--- src/hw/ccc_pkg.sv ---
// Constants, register map and carriers for the conversion mode config block.
// Assumes a single 40 MHz reference clock and a serial port driven by a host.
// ============================================================
// Notes on behaviour
// [RULE1] Config register at 17h, resets to 00h
// [RULE2] Bit 3: 0 continuous, 1 single-shot conversion
// [RULE3] Bit 1: 0 comparators off, 1 enabled
// [RULE4] Lead-off status bits ride in data stream
// [RULE5] Host shares data/clock lines, own selects
// [RULE6] One clock master: select pin and enable
// [RULE7] Start synchronizes; start-to-ready latency fixed
// [RULE8] Bias feedback only from selected electrodes
// [RULE9] Deselected device floats its data output
// [RULE10] Single-shot: one conversion per start, halt
package ccc_pkg;
    // ============================================================
    // Register map (5-bit address space)
    localparam logic [4:0] CCC_ADDR_CLK_CTRL = 5'h01; // Clock output control
    localparam logic [4:0] CCC_ADDR_POS_FB = 5'h0D; // positive_feedback_select
    localparam logic [4:0] CCC_ADDR_NEG_FB = 5'h0E; // negative_feedback_select
    localparam logic [4:0] CCC_ADDR_CFG = 5'h17; // conversion_and_comparator_config
    localparam logic [7:0] CCC_CFG_RESET = 8'h00;
    localparam logic [7:0] CCC_FB_RESET = 8'h00;
    localparam logic [7:0] CCC_CLK_CTRL_RESET = 8'h00;
    // Field positions
    localparam int CCC_BIT_SINGLE_SHOT = 3;
    localparam int CCC_BIT_COMP_EN = 1;
    localparam int CCC_BIT_CLK_OUT_EN = 5;
    // ============================================================
    // Serial commands
    localparam logic [7:0] CCC_CMD_SAMPLE = 8'h12; // Read status and samples
    localparam logic [2:0] CCC_OP_READ = 3'h1; // 001a_aaaa
    localparam logic [2:0] CCC_OP_WRITE = 3'h2; // 010a_aaaa
    localparam logic [3:0] CCC_STATUS_TAG = 4'hC; // Leading nibble of status word
    // ============================================================
    // Timing
    localparam int CCC_CLK_PERIOD_PS = 25000; // 40 MHz
    localparam int CCC_CONV_PERIOD_NS = 4000000; // 250 SPS conversion period
    // Divide first so the intermediate value stays inside a 32-bit int
    localparam int CCC_CONV_CYCLES = CCC_CONV_PERIOD_NS / (CCC_CLK_PERIOD_PS / 1000);
    localparam int CCC_SYNC_STAGES = 3;
    // ============================================================
    // Pins arriving from outside the clock domain
    typedef struct packed {
        logic sclk;
        logic cs_n;
        logic din;
        logic start;
        logic clk_sel;
        logic [7:0] loff_p;
        logic [7:0] loff_n;
    } ccc_pins_t;
    // Idle pin levels; synchronizers reset to these so no false select follows reset
    localparam ccc_pins_t CCC_PINS_IDLE = '{sclk: 1'b0, cs_n: 1'b1, din: 1'b0, start: 1'b0,
        clk_sel: 1'b0, loff_p: 8'h00, loff_n: 8'h00};
    // Conversion sequencer states, Gray along idle -> convert -> halt
    typedef enum logic [1:0] {
        CCC_ST_IDLE = 2'h0,
        CCC_ST_CONV = 2'h1,
        CCC_ST_HALT = 2'h3
    } ccc_state_t;
endpackage

--- src/hw/ccc_pin_sync.sv ---
// Three-stage synchronizer for a bundle of asynchronous pins.
// Assumes every input bit is independent; output moves once stages two and three agree.
`timescale 1ns/1ps
module ccc_pin_sync #(
    parameter int WIDTH = 1,
    parameter logic [WIDTH-1:0] RST_VAL = '0 // Idle level of each pin, held in reset
) (
    // Clock and reset
    input wire logic ref_clk_i,
    input wire logic rst_i,
    // Pins and their clean copy
    input wire logic [WIDTH-1:0] pin_i,
    output logic [WIDTH-1:0] clean_o
);
    // ============================================================
    // Per-bit chains
    generate
        if (WIDTH < 1) begin : g_bad
            $error("ccc_pin_sync: WIDTH must be at least 1");
        end
        for (genvar b = 0; b < WIDTH; b++) begin : g_bit
            logic s1_q, s2_q, s3_q, out_q; // Stage one is read only by stage two
            logic out_d;
            // Next clean value: accept once two and three agree
            always_comb begin
                out_d = (s2_q == s3_q) ? s3_q : out_q;
            end
            // Registers
            always_ff @(posedge ref_clk_i or posedge rst_i) begin
                if (rst_i) begin
                    s1_q <= RST_VAL[b];
                    s2_q <= RST_VAL[b];
                    s3_q <= RST_VAL[b];
                    out_q <= RST_VAL[b];
                end else begin
                    s1_q <= pin_i[b];
                    s2_q <= s1_q;
                    s3_q <= s2_q;
                    out_q <= out_d;
                end
            end
            assign clean_o[b] = out_q;
        end
    endgenerate
endmodule // ccc_pin_sync

--- src/hw/ccc_top.sv ---
// Conversion mode configuration, conversion sequencer and serial port.
// Assumes a host on a shared serial bus with one select per device, and a
// converter core that presents its latest samples on sample_data_i.
`timescale 1ns/1ps
module ccc_top
    import ccc_pkg::*;
#(
    parameter int N_CH = 8, // Channels carried in the data stream
    parameter int SAMPLE_W = 24, // Bits per sample and per status word
    parameter int CONV_CYCLES = CCC_CONV_CYCLES // Clocks per conversion
) (
    // Clock and reset
    input wire logic ref_clk_i,
    input wire logic rst_i,
    // Serial port pins
    input wire logic sclk_i,
    input wire logic cs_n_i,
    input wire logic din_i,
    output logic dout_o,
    output logic dout_oe_o,
    // Conversion control pins
    input wire logic start_i,
    input wire logic clock_source_select_pin_i,
    output logic sample_ready_indication_n_o,
    output logic clk_out_en_o,
    // Converter core side
    input wire logic [N_CH*SAMPLE_W-1:0] sample_data_i,
    input wire logic [7:0] loff_comp_p_i,
    input wire logic [7:0] loff_comp_n_i,
    output logic electrode_detach_comparator_enable_o,
    output logic [7:0] positive_feedback_select_o,
    output logic [7:0] negative_feedback_select_o
);
    localparam int FRAME_W = SAMPLE_W * (N_CH + 1);
    // ============================================================
    // Parameter check
    generate
        if (N_CH < 1 || N_CH > 8 || SAMPLE_W != 24 || CONV_CYCLES < 2) begin : g_bad
            $error("ccc_top: unsupported N_CH, SAMPLE_W or CONV_CYCLES");
        end
    endgenerate
    // ============================================================
    // Pin synchronization
    ccc_pins_t raw_pins, pins; // Raw and clean pin bundles
    logic [$bits(ccc_pins_t)-1:0] pins_flat;
    always_comb begin
        raw_pins.sclk = sclk_i;
        raw_pins.cs_n = cs_n_i;
        raw_pins.din = din_i;
        raw_pins.start = start_i;
        raw_pins.clk_sel = clock_source_select_pin_i;
        raw_pins.loff_p = loff_comp_p_i;
        raw_pins.loff_n = loff_comp_n_i;
    end
    ccc_pin_sync #(
        .WIDTH($bits(ccc_pins_t)),
        .RST_VAL(CCC_PINS_IDLE)
    ) u_sync (
        .ref_clk_i(ref_clk_i),
        .rst_i(rst_i),
        .pin_i(raw_pins),
        .clean_o(pins_flat)
    );
    assign pins = ccc_pins_t'(pins_flat);
    // ============================================================
    // Edge detection on clean pins
    logic sclk_q, start_q; // Previous clean values
    logic sclk_rise, sclk_fall, start_rise;
    always_comb begin
        sclk_rise = pins.sclk & ~sclk_q;
        sclk_fall = ~pins.sclk & sclk_q;
        start_rise = pins.start & ~start_q;
    end
    always_ff @(posedge ref_clk_i or posedge rst_i) begin
        if (rst_i) begin
            sclk_q <= 1'b0;
            start_q <= 1'b0;
        end else begin
            sclk_q <= pins.sclk;
            start_q <= pins.start;
        end
    end
    // ============================================================
    // Register file and serial engine
    logic [7:0] cfg_q, cfg_d; // conversion_and_comparator_config
    logic [7:0] pos_fb_q, pos_fb_d; // positive_feedback_select
    logic [7:0] neg_fb_q, neg_fb_d; // negative_feedback_select
    logic [7:0] clk_ctrl_q, clk_ctrl_d; // Clock output control
    logic [7:0] in_sr_q, in_sr_d; // Incoming byte
    logic [2:0] bit_cnt_q, bit_cnt_d; // Bit within byte
    logic first_q, first_d; // Next byte is the command byte
    logic [7:0] cmd_q, cmd_d; // Held command byte
    logic [FRAME_W-1:0] out_sr_q, out_sr_d; // Outgoing frame
    logic dout_q, dout_d;
    logic dout_oe_q, dout_oe_d;
    logic sample_cmd; // Sample read decoded this cycle
    logic [FRAME_W-1:0] frame_q; // Latched status plus samples
    logic [7:0] byte_in; // Byte completed this cycle
    logic [7:0] rdata; // Register read data

    // Read multiplexer; unmapped addresses read as zero
    always_comb begin
        case (byte_in[4:0])
            CCC_ADDR_CFG: rdata = cfg_q;
            CCC_ADDR_POS_FB: rdata = pos_fb_q;
            CCC_ADDR_NEG_FB: rdata = neg_fb_q;
            CCC_ADDR_CLK_CTRL: rdata = clk_ctrl_q;
            default: rdata = 8'h00;
        endcase
    end

    // Byte assembly, command decode and shift-out
    always_comb begin
        in_sr_d = in_sr_q;
        bit_cnt_d = bit_cnt_q;
        first_d = first_q;
        cmd_d = cmd_q;
        out_sr_d = out_sr_q;
        dout_d = dout_q;
        cfg_d = cfg_q;
        pos_fb_d = pos_fb_q;
        neg_fb_d = neg_fb_q;
        clk_ctrl_d = clk_ctrl_q;
        sample_cmd = 1'b0;
        byte_in = {in_sr_q[6:0], pins.din};
        dout_oe_d = ~pins.cs_n; // Float the shared line when deselected [RULE9]
        if (pins.cs_n) begin
            // Deselected: frame state returns to its start
            bit_cnt_d = 3'h0;
            first_d = 1'b1;
            dout_d = 1'b0;
        end else if (sclk_rise) begin
            // Shift next bit out on the rising edge
            dout_d = out_sr_q[FRAME_W-1];
            out_sr_d = {out_sr_q[FRAME_W-2:0], 1'b0};
        end else if (sclk_fall) begin
            // Capture on the falling edge
            in_sr_d = byte_in;
            bit_cnt_d = bit_cnt_q + 3'h1;
            if (bit_cnt_q == 3'h7) begin
                first_d = 1'b0;
                if (first_q) begin
                    cmd_d = byte_in;
                    if (byte_in == CCC_CMD_SAMPLE) begin
                        out_sr_d = frame_q; // Status and samples [RULE4]
                        sample_cmd = 1'b1;
                    end else if (byte_in[7:5] == CCC_OP_READ) begin
                        out_sr_d = {rdata, {(FRAME_W-8){1'b0}}};
                    end
                end else if (cmd_q[7:5] == CCC_OP_WRITE) begin
                    // Write data byte to the addressed register
                    case (cmd_q[4:0])
                        CCC_ADDR_CFG: cfg_d = byte_in; // [RULE1]
                        CCC_ADDR_POS_FB: pos_fb_d = byte_in;
                        CCC_ADDR_NEG_FB: neg_fb_d = byte_in;
                        CCC_ADDR_CLK_CTRL: clk_ctrl_d = byte_in;
                        default: ;
                    endcase
                end
            end
        end
    end

    // Register the serial engine and register file
    always_ff @(posedge ref_clk_i or posedge rst_i) begin
        if (rst_i) begin
            cfg_q <= CCC_CFG_RESET; // [RULE1]
            pos_fb_q <= CCC_FB_RESET;
            neg_fb_q <= CCC_FB_RESET;
            clk_ctrl_q <= CCC_CLK_CTRL_RESET;
            in_sr_q <= 8'h00;
            bit_cnt_q <= 3'h0;
            first_q <= 1'b1;
            cmd_q <= 8'h00;
            out_sr_q <= '0;
            dout_q <= 1'b0;
            dout_oe_q <= 1'b0;
        end else begin
            cfg_q <= cfg_d;
            pos_fb_q <= pos_fb_d;
            neg_fb_q <= neg_fb_d;
            clk_ctrl_q <= clk_ctrl_d;
            in_sr_q <= in_sr_d;
            bit_cnt_q <= bit_cnt_d;
            first_q <= first_d;
            cmd_q <= cmd_d;
            out_sr_q <= out_sr_d;
            dout_q <= dout_d;
            dout_oe_q <= dout_oe_d;
        end
    end
    // ============================================================
    // Conversion sequencer
    ccc_state_t state_q, state_d;
    logic [31:0] cnt_q, cnt_d; // Cycles into the current conversion
    logic sample_ready_indication_n_q, sample_ready_indication_n_d; // sample_ready_indication, active low
    logic [FRAME_W-1:0] frame_d;
    logic comp_en; // Comparators enabled
    logic single; // Single-shot mode
    logic done;
    always_comb begin
        comp_en = cfg_q[CCC_BIT_COMP_EN]; // [RULE3]
        single = cfg_q[CCC_BIT_SINGLE_SHOT]; // [RULE2]
        done = (state_q == CCC_ST_CONV) && (cnt_q == 32'(CONV_CYCLES - 1));
        state_d = state_q;
        cnt_d = cnt_q;
        sample_ready_indication_n_d = sample_ready_indication_n_q;
        frame_d = frame_q;
        if (sample_cmd) begin
            sample_ready_indication_n_d = 1'b1; // Data being read, ready withdrawn
        end
        case (state_q)
            CCC_ST_IDLE: begin
                if (start_rise) begin
                    state_d = CCC_ST_CONV; // Fixed latency from start [RULE7]
                    cnt_d = 32'h0;
                end
            end
            CCC_ST_CONV: begin
                if (start_rise) begin
                    cnt_d = 32'h0; // Restart keeps devices aligned [RULE7]
                end else if (done) begin
                    sample_ready_indication_n_d = 1'b0; // Ready wins over a withdraw
                    frame_d = {CCC_STATUS_TAG, pins.loff_p & {8{comp_en}},
                               pins.loff_n & {8{comp_en}}, 4'h0,
                               sample_data_i}; // [RULE4]
                    cnt_d = 32'h0;
                    if (single) begin
                        state_d = CCC_ST_HALT; // One conversion then halt [RULE10]
                    end else if (!pins.start) begin
                        state_d = CCC_ST_IDLE; // Continuous stops with start low [RULE2]
                    end
                end else begin
                    cnt_d = cnt_q + 32'h1;
                end
            end
            CCC_ST_HALT: begin
                if (start_rise) begin
                    state_d = CCC_ST_CONV; // Next start event [RULE10]
                    cnt_d = 32'h0;
                end
            end
            default: state_d = CCC_ST_IDLE;
        endcase
    end
    always_ff @(posedge ref_clk_i or posedge rst_i) begin
        if (rst_i) begin
            state_q <= CCC_ST_IDLE;
            cnt_q <= 32'h0;
            sample_ready_indication_n_q <= 1'b1;
            frame_q <= '0;
        end else begin
            state_q <= state_d;
            cnt_q <= cnt_d;
            sample_ready_indication_n_q <= sample_ready_indication_n_d;
            frame_q <= frame_d;
        end
    end
    // ============================================================
    // Static control outputs
    logic comp_en_q, clk_out_en_q;
    logic [7:0] pos_out_q, neg_out_q;
    always_ff @(posedge ref_clk_i or posedge rst_i) begin
        if (rst_i) begin
            comp_en_q <= 1'b0;
            clk_out_en_q <= 1'b0;
            pos_out_q <= 8'h00;
            neg_out_q <= 8'h00;
        end else begin
            comp_en_q <= comp_en; // [RULE3]
            // Clock master only with select pin high and enable bit set [RULE6]
            clk_out_en_q <= pins.clk_sel & clk_ctrl_q[CCC_BIT_CLK_OUT_EN];
            pos_out_q <= pos_fb_q; // Only selected electrodes feed back [RULE8]
            neg_out_q <= neg_fb_q; // [RULE8]
        end
    end
    assign dout_o = dout_q;
    assign dout_oe_o = dout_oe_q;
    assign sample_ready_indication_n_o = sample_ready_indication_n_q;
    assign clk_out_en_o = clk_out_en_q;
    assign electrode_detach_comparator_enable_o = comp_en_q;
    assign positive_feedback_select_o = pos_out_q;
    assign negative_feedback_select_o = neg_out_q;
endmodule // ccc_top

--- config.mk ---
export PLATFORM = sky130hd
export DESIGN_NAME = ccc_top
export DESIGN_NICKNAME = d
export VERILOG_FILES = /design/src/hw/ccc_pkg.sv /design/src/hw/ccc_pin_sync.sv /design/src/hw/ccc_top.sv
export SDC_FILE = /design/constraint.sdc
export NUM_CORES = 1
export LEC_CHECK = 0
export BUFFER_PORTS_ARGS = -buffer_cell sky130_fd_sc_hd__buf_4
export CORE_ASPECT_RATIO = 2
export CORE_UTILIZATION = 45
export CTS_CLUSTER_DIAMETER = 30
export CTS_CLUSTER_SIZE = 25
export DETAILED_ROUTE_END_ITERATION = 12
export SYNTH_ARGS = -nofsm -noshare
export SYNTH_HDL_FRONTEND = slang
export SYNTH_SLANG_ARGS = --single-unit
--- constraint.sdc ---
create_clock -name ref_clk_i -period 23.8 [get_ports ref_clk_i]
set_clock_uncertainty 0.05 [all_clocks]
set_input_delay 4.76 -clock ref_clk_i [delete_from_list [all_inputs] [get_ports ref_clk_i]]
set_output_delay 4.76 -clock ref_clk_i [all_outputs]
set_load 0.005 [all_outputs]
# Yosys cells after proc, flatten, opt, wreduce, memory -nomap -nowiden
# Cells that the tools add are included.
[classes]
n_mul = 0
n_mux = 36
eq_ne = 41
shift = 0
addsub = 2
div_mod_pow = 0
n_reduce_logical = 23
order_cmp = 0
bitwise = 13
[ops]
columns = ["cell", "n"]
rows = [
  ["216-bit two-way mux", 6],
  ["32-bit two-way mux", 3],
  ["32-bit case mux with 2 select lines", 1],
  ["32-bit by 1-bit adder with 32-bit output, second input constant", 1],
  ["32-bit by 18-bit equality test with 1-bit output, second input constant", 1],
  ["8-bit case mux with 4 select lines", 1],
  ["7-bit AND reduction", 4],
  ["1-bit equality test", 21],
  ["5-bit by 4-bit equality test with 1-bit output, second input constant", 4],
  ["8-bit AND", 2],
  ["1-bit two-way mux", 16],
  ["2-bit nonzero test", 7],
  ["5-bit by 1-bit equality test with 1-bit output, second input constant", 2],
  ["5-bit equality test, second input constant", 2],
  ["2-bit two-way mux", 5],
  ["5-bit AND reduction", 2],
  ["3-bit two-way mux", 3],
  ["3-bit AND reduction", 3],
  ["8-bit by 5-bit equality test with 1-bit output, second input constant", 1],
  ["1-bit inverter", 7],
  ["1-bit AND", 4],
  ["2-bit by 1-bit inequality test with 1-bit output, second input constant", 2],
  ["2-bit inequality test, second input constant", 2],
  ["2-bit case mux with 2 select lines", 1],
  ["13 further kinds", 14],
]
[word_totals]
latchBits = 0
n_memories = 0
ram_bits = 0
rom_bits = 0
input_bits = 215
register_bits = 617

# Depth between registers and ports, before layout
[depth]
word_depth = 11
depth_mapped = 9
depth_no_buf = 7

# Cells and area by module
# Synthesis repeated with hierarchy kept, for this count alone.
[unflattened]
cells_unflattened = 2390
hier_area_um2 = 24668.7
[modules_own_cells]
columns = ["module", "instances", "area_per_inst_um2", "seq_area_each_um2", "cells_per_inst"]
rows = [
  ["ccc_top", 1, 22163.8, 13340.3, 2263],
  ["ccc_pin_sync", 1, 2504.9, 2107.0, 127],
]

# Least setup slack after synthesis
# OpenSTA, ideal clock, no wires.
[synth_path]
kind = "register to output"
start = "register sample_ready_indication_n_q, in the netlist sample_ready_indication_n_o"
end = "output sample_ready_indication_n_o"
required_ns = 18.990
t_arrival_ns = 0.510
path_slack_ns = 18.480
n_path_buf = 0
path_stages_with_launch = 1
path_cell_list = "dfstp_2"
[synth_lines]
columns = ["item", "line", "text"]
rows = [
  ["from (decl)", "ccc_top.sv:196", "logic sample_ready_indication_n_q, sample_ready_indication_n_d;"],
  ["from (signal assigned)", "ccc_top.sv:255", "sample_ready_indication_n_q <= sample_ready_indication_n_d;"],
  ["to (decl)", "ccc_top.sv:24", "output logic sample_ready_indication_n_o,"],
]
# No word-level cell between the ends.

==> run summary <==
The run finished with clean final reports. The mean post-synth cell area was 12.6 sq um. The cell sitting at the root of the clock tree is a sky130_fd_sc_hd__clkbuf_16. Once detailed placement completed, the half-perimeter wirelength came to 33.1 mm. The tools report the number of global-route vias before repair as 17000. The worst setup path is captured at an async pin.

For the worst-skew pair, the clock arrives at the later sink with an insertion delay of 610 ps. The run gives 3 as the CTS H-tree depth. Counting every sink on the clock net gives 617. The tool flagged a number of max-cap violations equal to 0.

IR analysis of the VDD net gives a maximum drop of 79.5 uV. The run gives 30000 sq um as the final instance area. The ratio of cells with drive above 1 in the final layout was 29.4%.

Once detail routing completed, the nets flagged for antenna violations numbered 0. Relative to the synthesized area, the layout overhead comes to 21.5%. On the critical path, the stage with the largest delay is an instance of sky130_fd_sc_hd__buf_4. The detailed router placed 16000 vias in this run.

Dividing the final minimum period by the clock period gives 28.9%. At the worst endpoint, the arrival time is 7410 ps. The total nets after synthesis is 2185, and the post-layout minimum cycle time is 6890 ps. The starting density of the core came out at 45.4%. The worst hold path belongs to the class flop to flop. For the number of hold-slack violations in the final timing report, the log shows 0. The fraction of synthesis flops using an asynchronous set or reset pin came out at 100%.

The worst path setup slack after routing came out at 16910 ps. The routed length on met2 was 28.5 mm; the routed wire length per instance was 18.6 um. The number of antenna diodes in the final layout is 0.

The die covers 55800 sq um. The run gives 1963 as the count of mapped cells out of synthesis. The first global-routing pass estimated 88.6 mm of wire. For the number of top-level pins, the log shows 236. Along the worst path, the maximum fanout reaches 148.

In the layout the commonest cells are sky130_fd_sc_hd__dfrtp_1 (611), sky130_fd_sc_hd__buf_4 (248), sky130_fd_sc_hd__nor2_1 (243). For this run, the total global-route usage over all layers was measured as 19.7%. Signal routing reaches up to met5. After detailed routing, the met3 layer carries 2.80 mm of wire. The core region is 54400 sq um. Buffers added to address setup during post-CTS repair amount to 0. Leaving out fill and tap cells, the most frequent cell in the layout is sky130_fd_sc_hd__dfrtp_1.

By startpoint and endpoint, the worst setup path is classified as primary input to async pin. The count of routing violations after the opening detailed-route iteration was 1129; the number of enable-type register cells in the synthesized netlist was 0. For the placed cell area, the log shows 26800 sq um. The largest incremental delay on the critical path was 860 ps. The number of buffers and inverters on the critical path is 4. The required time of the worst setup path is 24330 ps. Summed over all layers, the routed wires come to 54.1 mm. The pre-antenna-repair detailed-routing pass consisted of 5 iterations. Headroom to the max-slew limit came out at 21.7%. The clock passes through at most 3 buffers.

For the count of final setup violators, the log shows 0. After clock tree synthesis, the clock-pin slew on the worst setup and hold paths is 70 ps. In the routed layout, each cell is associated on average with a via count of 5.49. The worst setup path is launched from a primary input. After global routing the overflow that remains totals 0.

After synthesis the cells add up to 24700 sq um. The initial antenna violation count is 1. The die boundary width works out to 168 um. At the pin with the least slew margin, the transition time is 1170 ps.

The number of hold buffers added after CTS was 0. Total clock buffers created by CTS: 86. The routability congestion estimate is 0.792, and the count of distinct cell types in the synthesized netlist is 51. From bottom edge to top edge, the die measures 333 um.

The max-slew violation count is 0. The fraction of the core area covered by cells at the end of the flow was 55.1%; the total of cells resized after clock tree synthesis was 0. In this run the static leakage power is 0.0135 uW. In this run, placement finished with an instance count of 2747. Counting stages on the worst path, the most repeated cell is sky130_fd_sc_hd__buf_4. The post-route non-filler standard cell count was 2907. Among all flip-flop cells after synthesis, the most frequent one is sky130_fd_sc_hd__dfrtp_1. The detailed router put a total of 21.6 mm of wire on met1. The pre-CTS setup slack is 16100 ps, and the final layout net count is 2381.

Critical path's top delay family: buffers and inverters. The run gives 62.6% as the sequential-to-total area share from yosys stat. The signal on the critical path passes through buf_4 > inv_8 > buf_4 > buf_4.

The synthesis-stage register bit count was 617. Yosys printed 0 warnings. Port buffering added 235 buffers. Largest net degree at the start of global routing: 220.

Summed over all failing endpoints, the final setup total negative slack is 0 ps. The detailed-route DRC error count was 0; the count of standard-cell rows was 121. Setup repair after global routing left no endpoint under its margin. Maximum clock rate: 145 MHz. Power spread over the standard cell area amounts to 106 nW/um^2. TritonCTS built the clock tree.
-- flip-flops by register name (all words and copies together), names as in the netlist, 21 cells and up --
signal and flops:
u_sync.g_bit.s2_q 21, frame_q 209, out_sr_q 216, u_sync.g_bit.out_q 21, u_sync.g_bit.s1_q 21, u_sync.g_bit.s3_q 21, cnt_q 32
-- cell type report --
type	count	area, sq um
Clock inverter	65	896
Multi-Input combinational cell	1186	8520
Sequential cell	617	15400
Tap cell	676	846
Inverter	18	75.1
Fill cell	4593	24400
Clock buffer	95	2290
Timing Repair Buffer	250	1900
-- metal layers --
metal | global-route usage [%] | vias to the layer above
li1 | - | 7428
met1 | 23.1 | 8071
met2 | 35.3 | 365
met3 | 4.15 | 98
met4 | 7.24 | 2
met5 | 0 | -
-- logic make-up (layout without fill, tap and decap cells) --
family	Yosys count	after routing	synth area share, %
AO/OA/AOI/OAI	487	487	12.5
XOR/XNOR	24	24	0.852
adder cells (fa/ha/maj)	28	28	1.21
buffers and inverters	160	428	2.96
flip-flops	617	617	62.6
multiplexers	238	238	12.6
AND/OR/NAND/NOR	409	409	7.26
-- synth_stat cells (all sizes together) (17+ instances only) --
cell type | count | area share (%)
clkbuf | 106 | 1.6
xor2 | 20 | 0.71
dfrtp | 611 | 62
a21oi | 218 | 4.4
o21ai | 30 | 0.61
nand2 | 75 | 1.1
mux2 | 235 | 12
nand4 | 18 | 0.46
a22oi | 207 | 6.3
buf | 36 | 1.1
nor2 | 243 | 3.7
inv | 17 | 0.26
nand3 | 18 | 0.37
maj3 | 21 | 0.85
-- stage by stage --
| stage | hold WS, ps | total power, uW |
|---|---|---|
| final | 295 | 3160 |
| after global routing | 299 | 3330 |
| after CTS | 296 | 3210 |
| after detailed placement | 285 | 1800 |
| after global placement | 285 | 1780 |
| after floorplan | 281 | 1680 |
-- worst reg2reg max path, cell delays in order, from the launching register on --
cell                       delay (ps)
sky130_fd_sc_hd__dfrtp_1          380
sky130_fd_sc_hd__inv_1            100
sky130_fd_sc_hd__ha_4             720
sky130_fd_sc_hd__a311oi_1         160
sky130_fd_sc_hd__nor4_2           300
sky130_fd_sc_hd__buf_4            810
sky130_fd_sc_hd__buf_4           1030
sky130_fd_sc_hd__nor2_1           130
sky130_fd_sc_hd__a21oi_1          170
-- power by group --
group	leakage, uW	switching [uW]	internal (uW)
clock network	0.00154	520	861
logic	0.00447	199	186
registers	0.00754	134	1260
total	0.0135	853	2310
-- final timing paths --
kind / from / endpoint / slack (ps) / cells after the start
worst min register to register: u_sync.g_bit[15].s1_q / u_sync.g_bit[15].s2_q / 290 / 0
max in group ref_clk_i: sample_ready_indication_n_o / sample_ready_indication_n_o / 17740 / 1
worst min-delay path: u_sync.g_bit[15].s1_q / u_sync.g_bit[15].s2_q / 290 / 0
worst max register to register: sclk_q / out_sr_q[84] / 19870 / 8
min in group asynchronous: rst_i / u_sync.g_bit[16].s1_q / 4340 / 2
worst max-delay path: rst_i / out_sr_q[91] / 16910 / 4
Power figures use the tool's default switching activity.
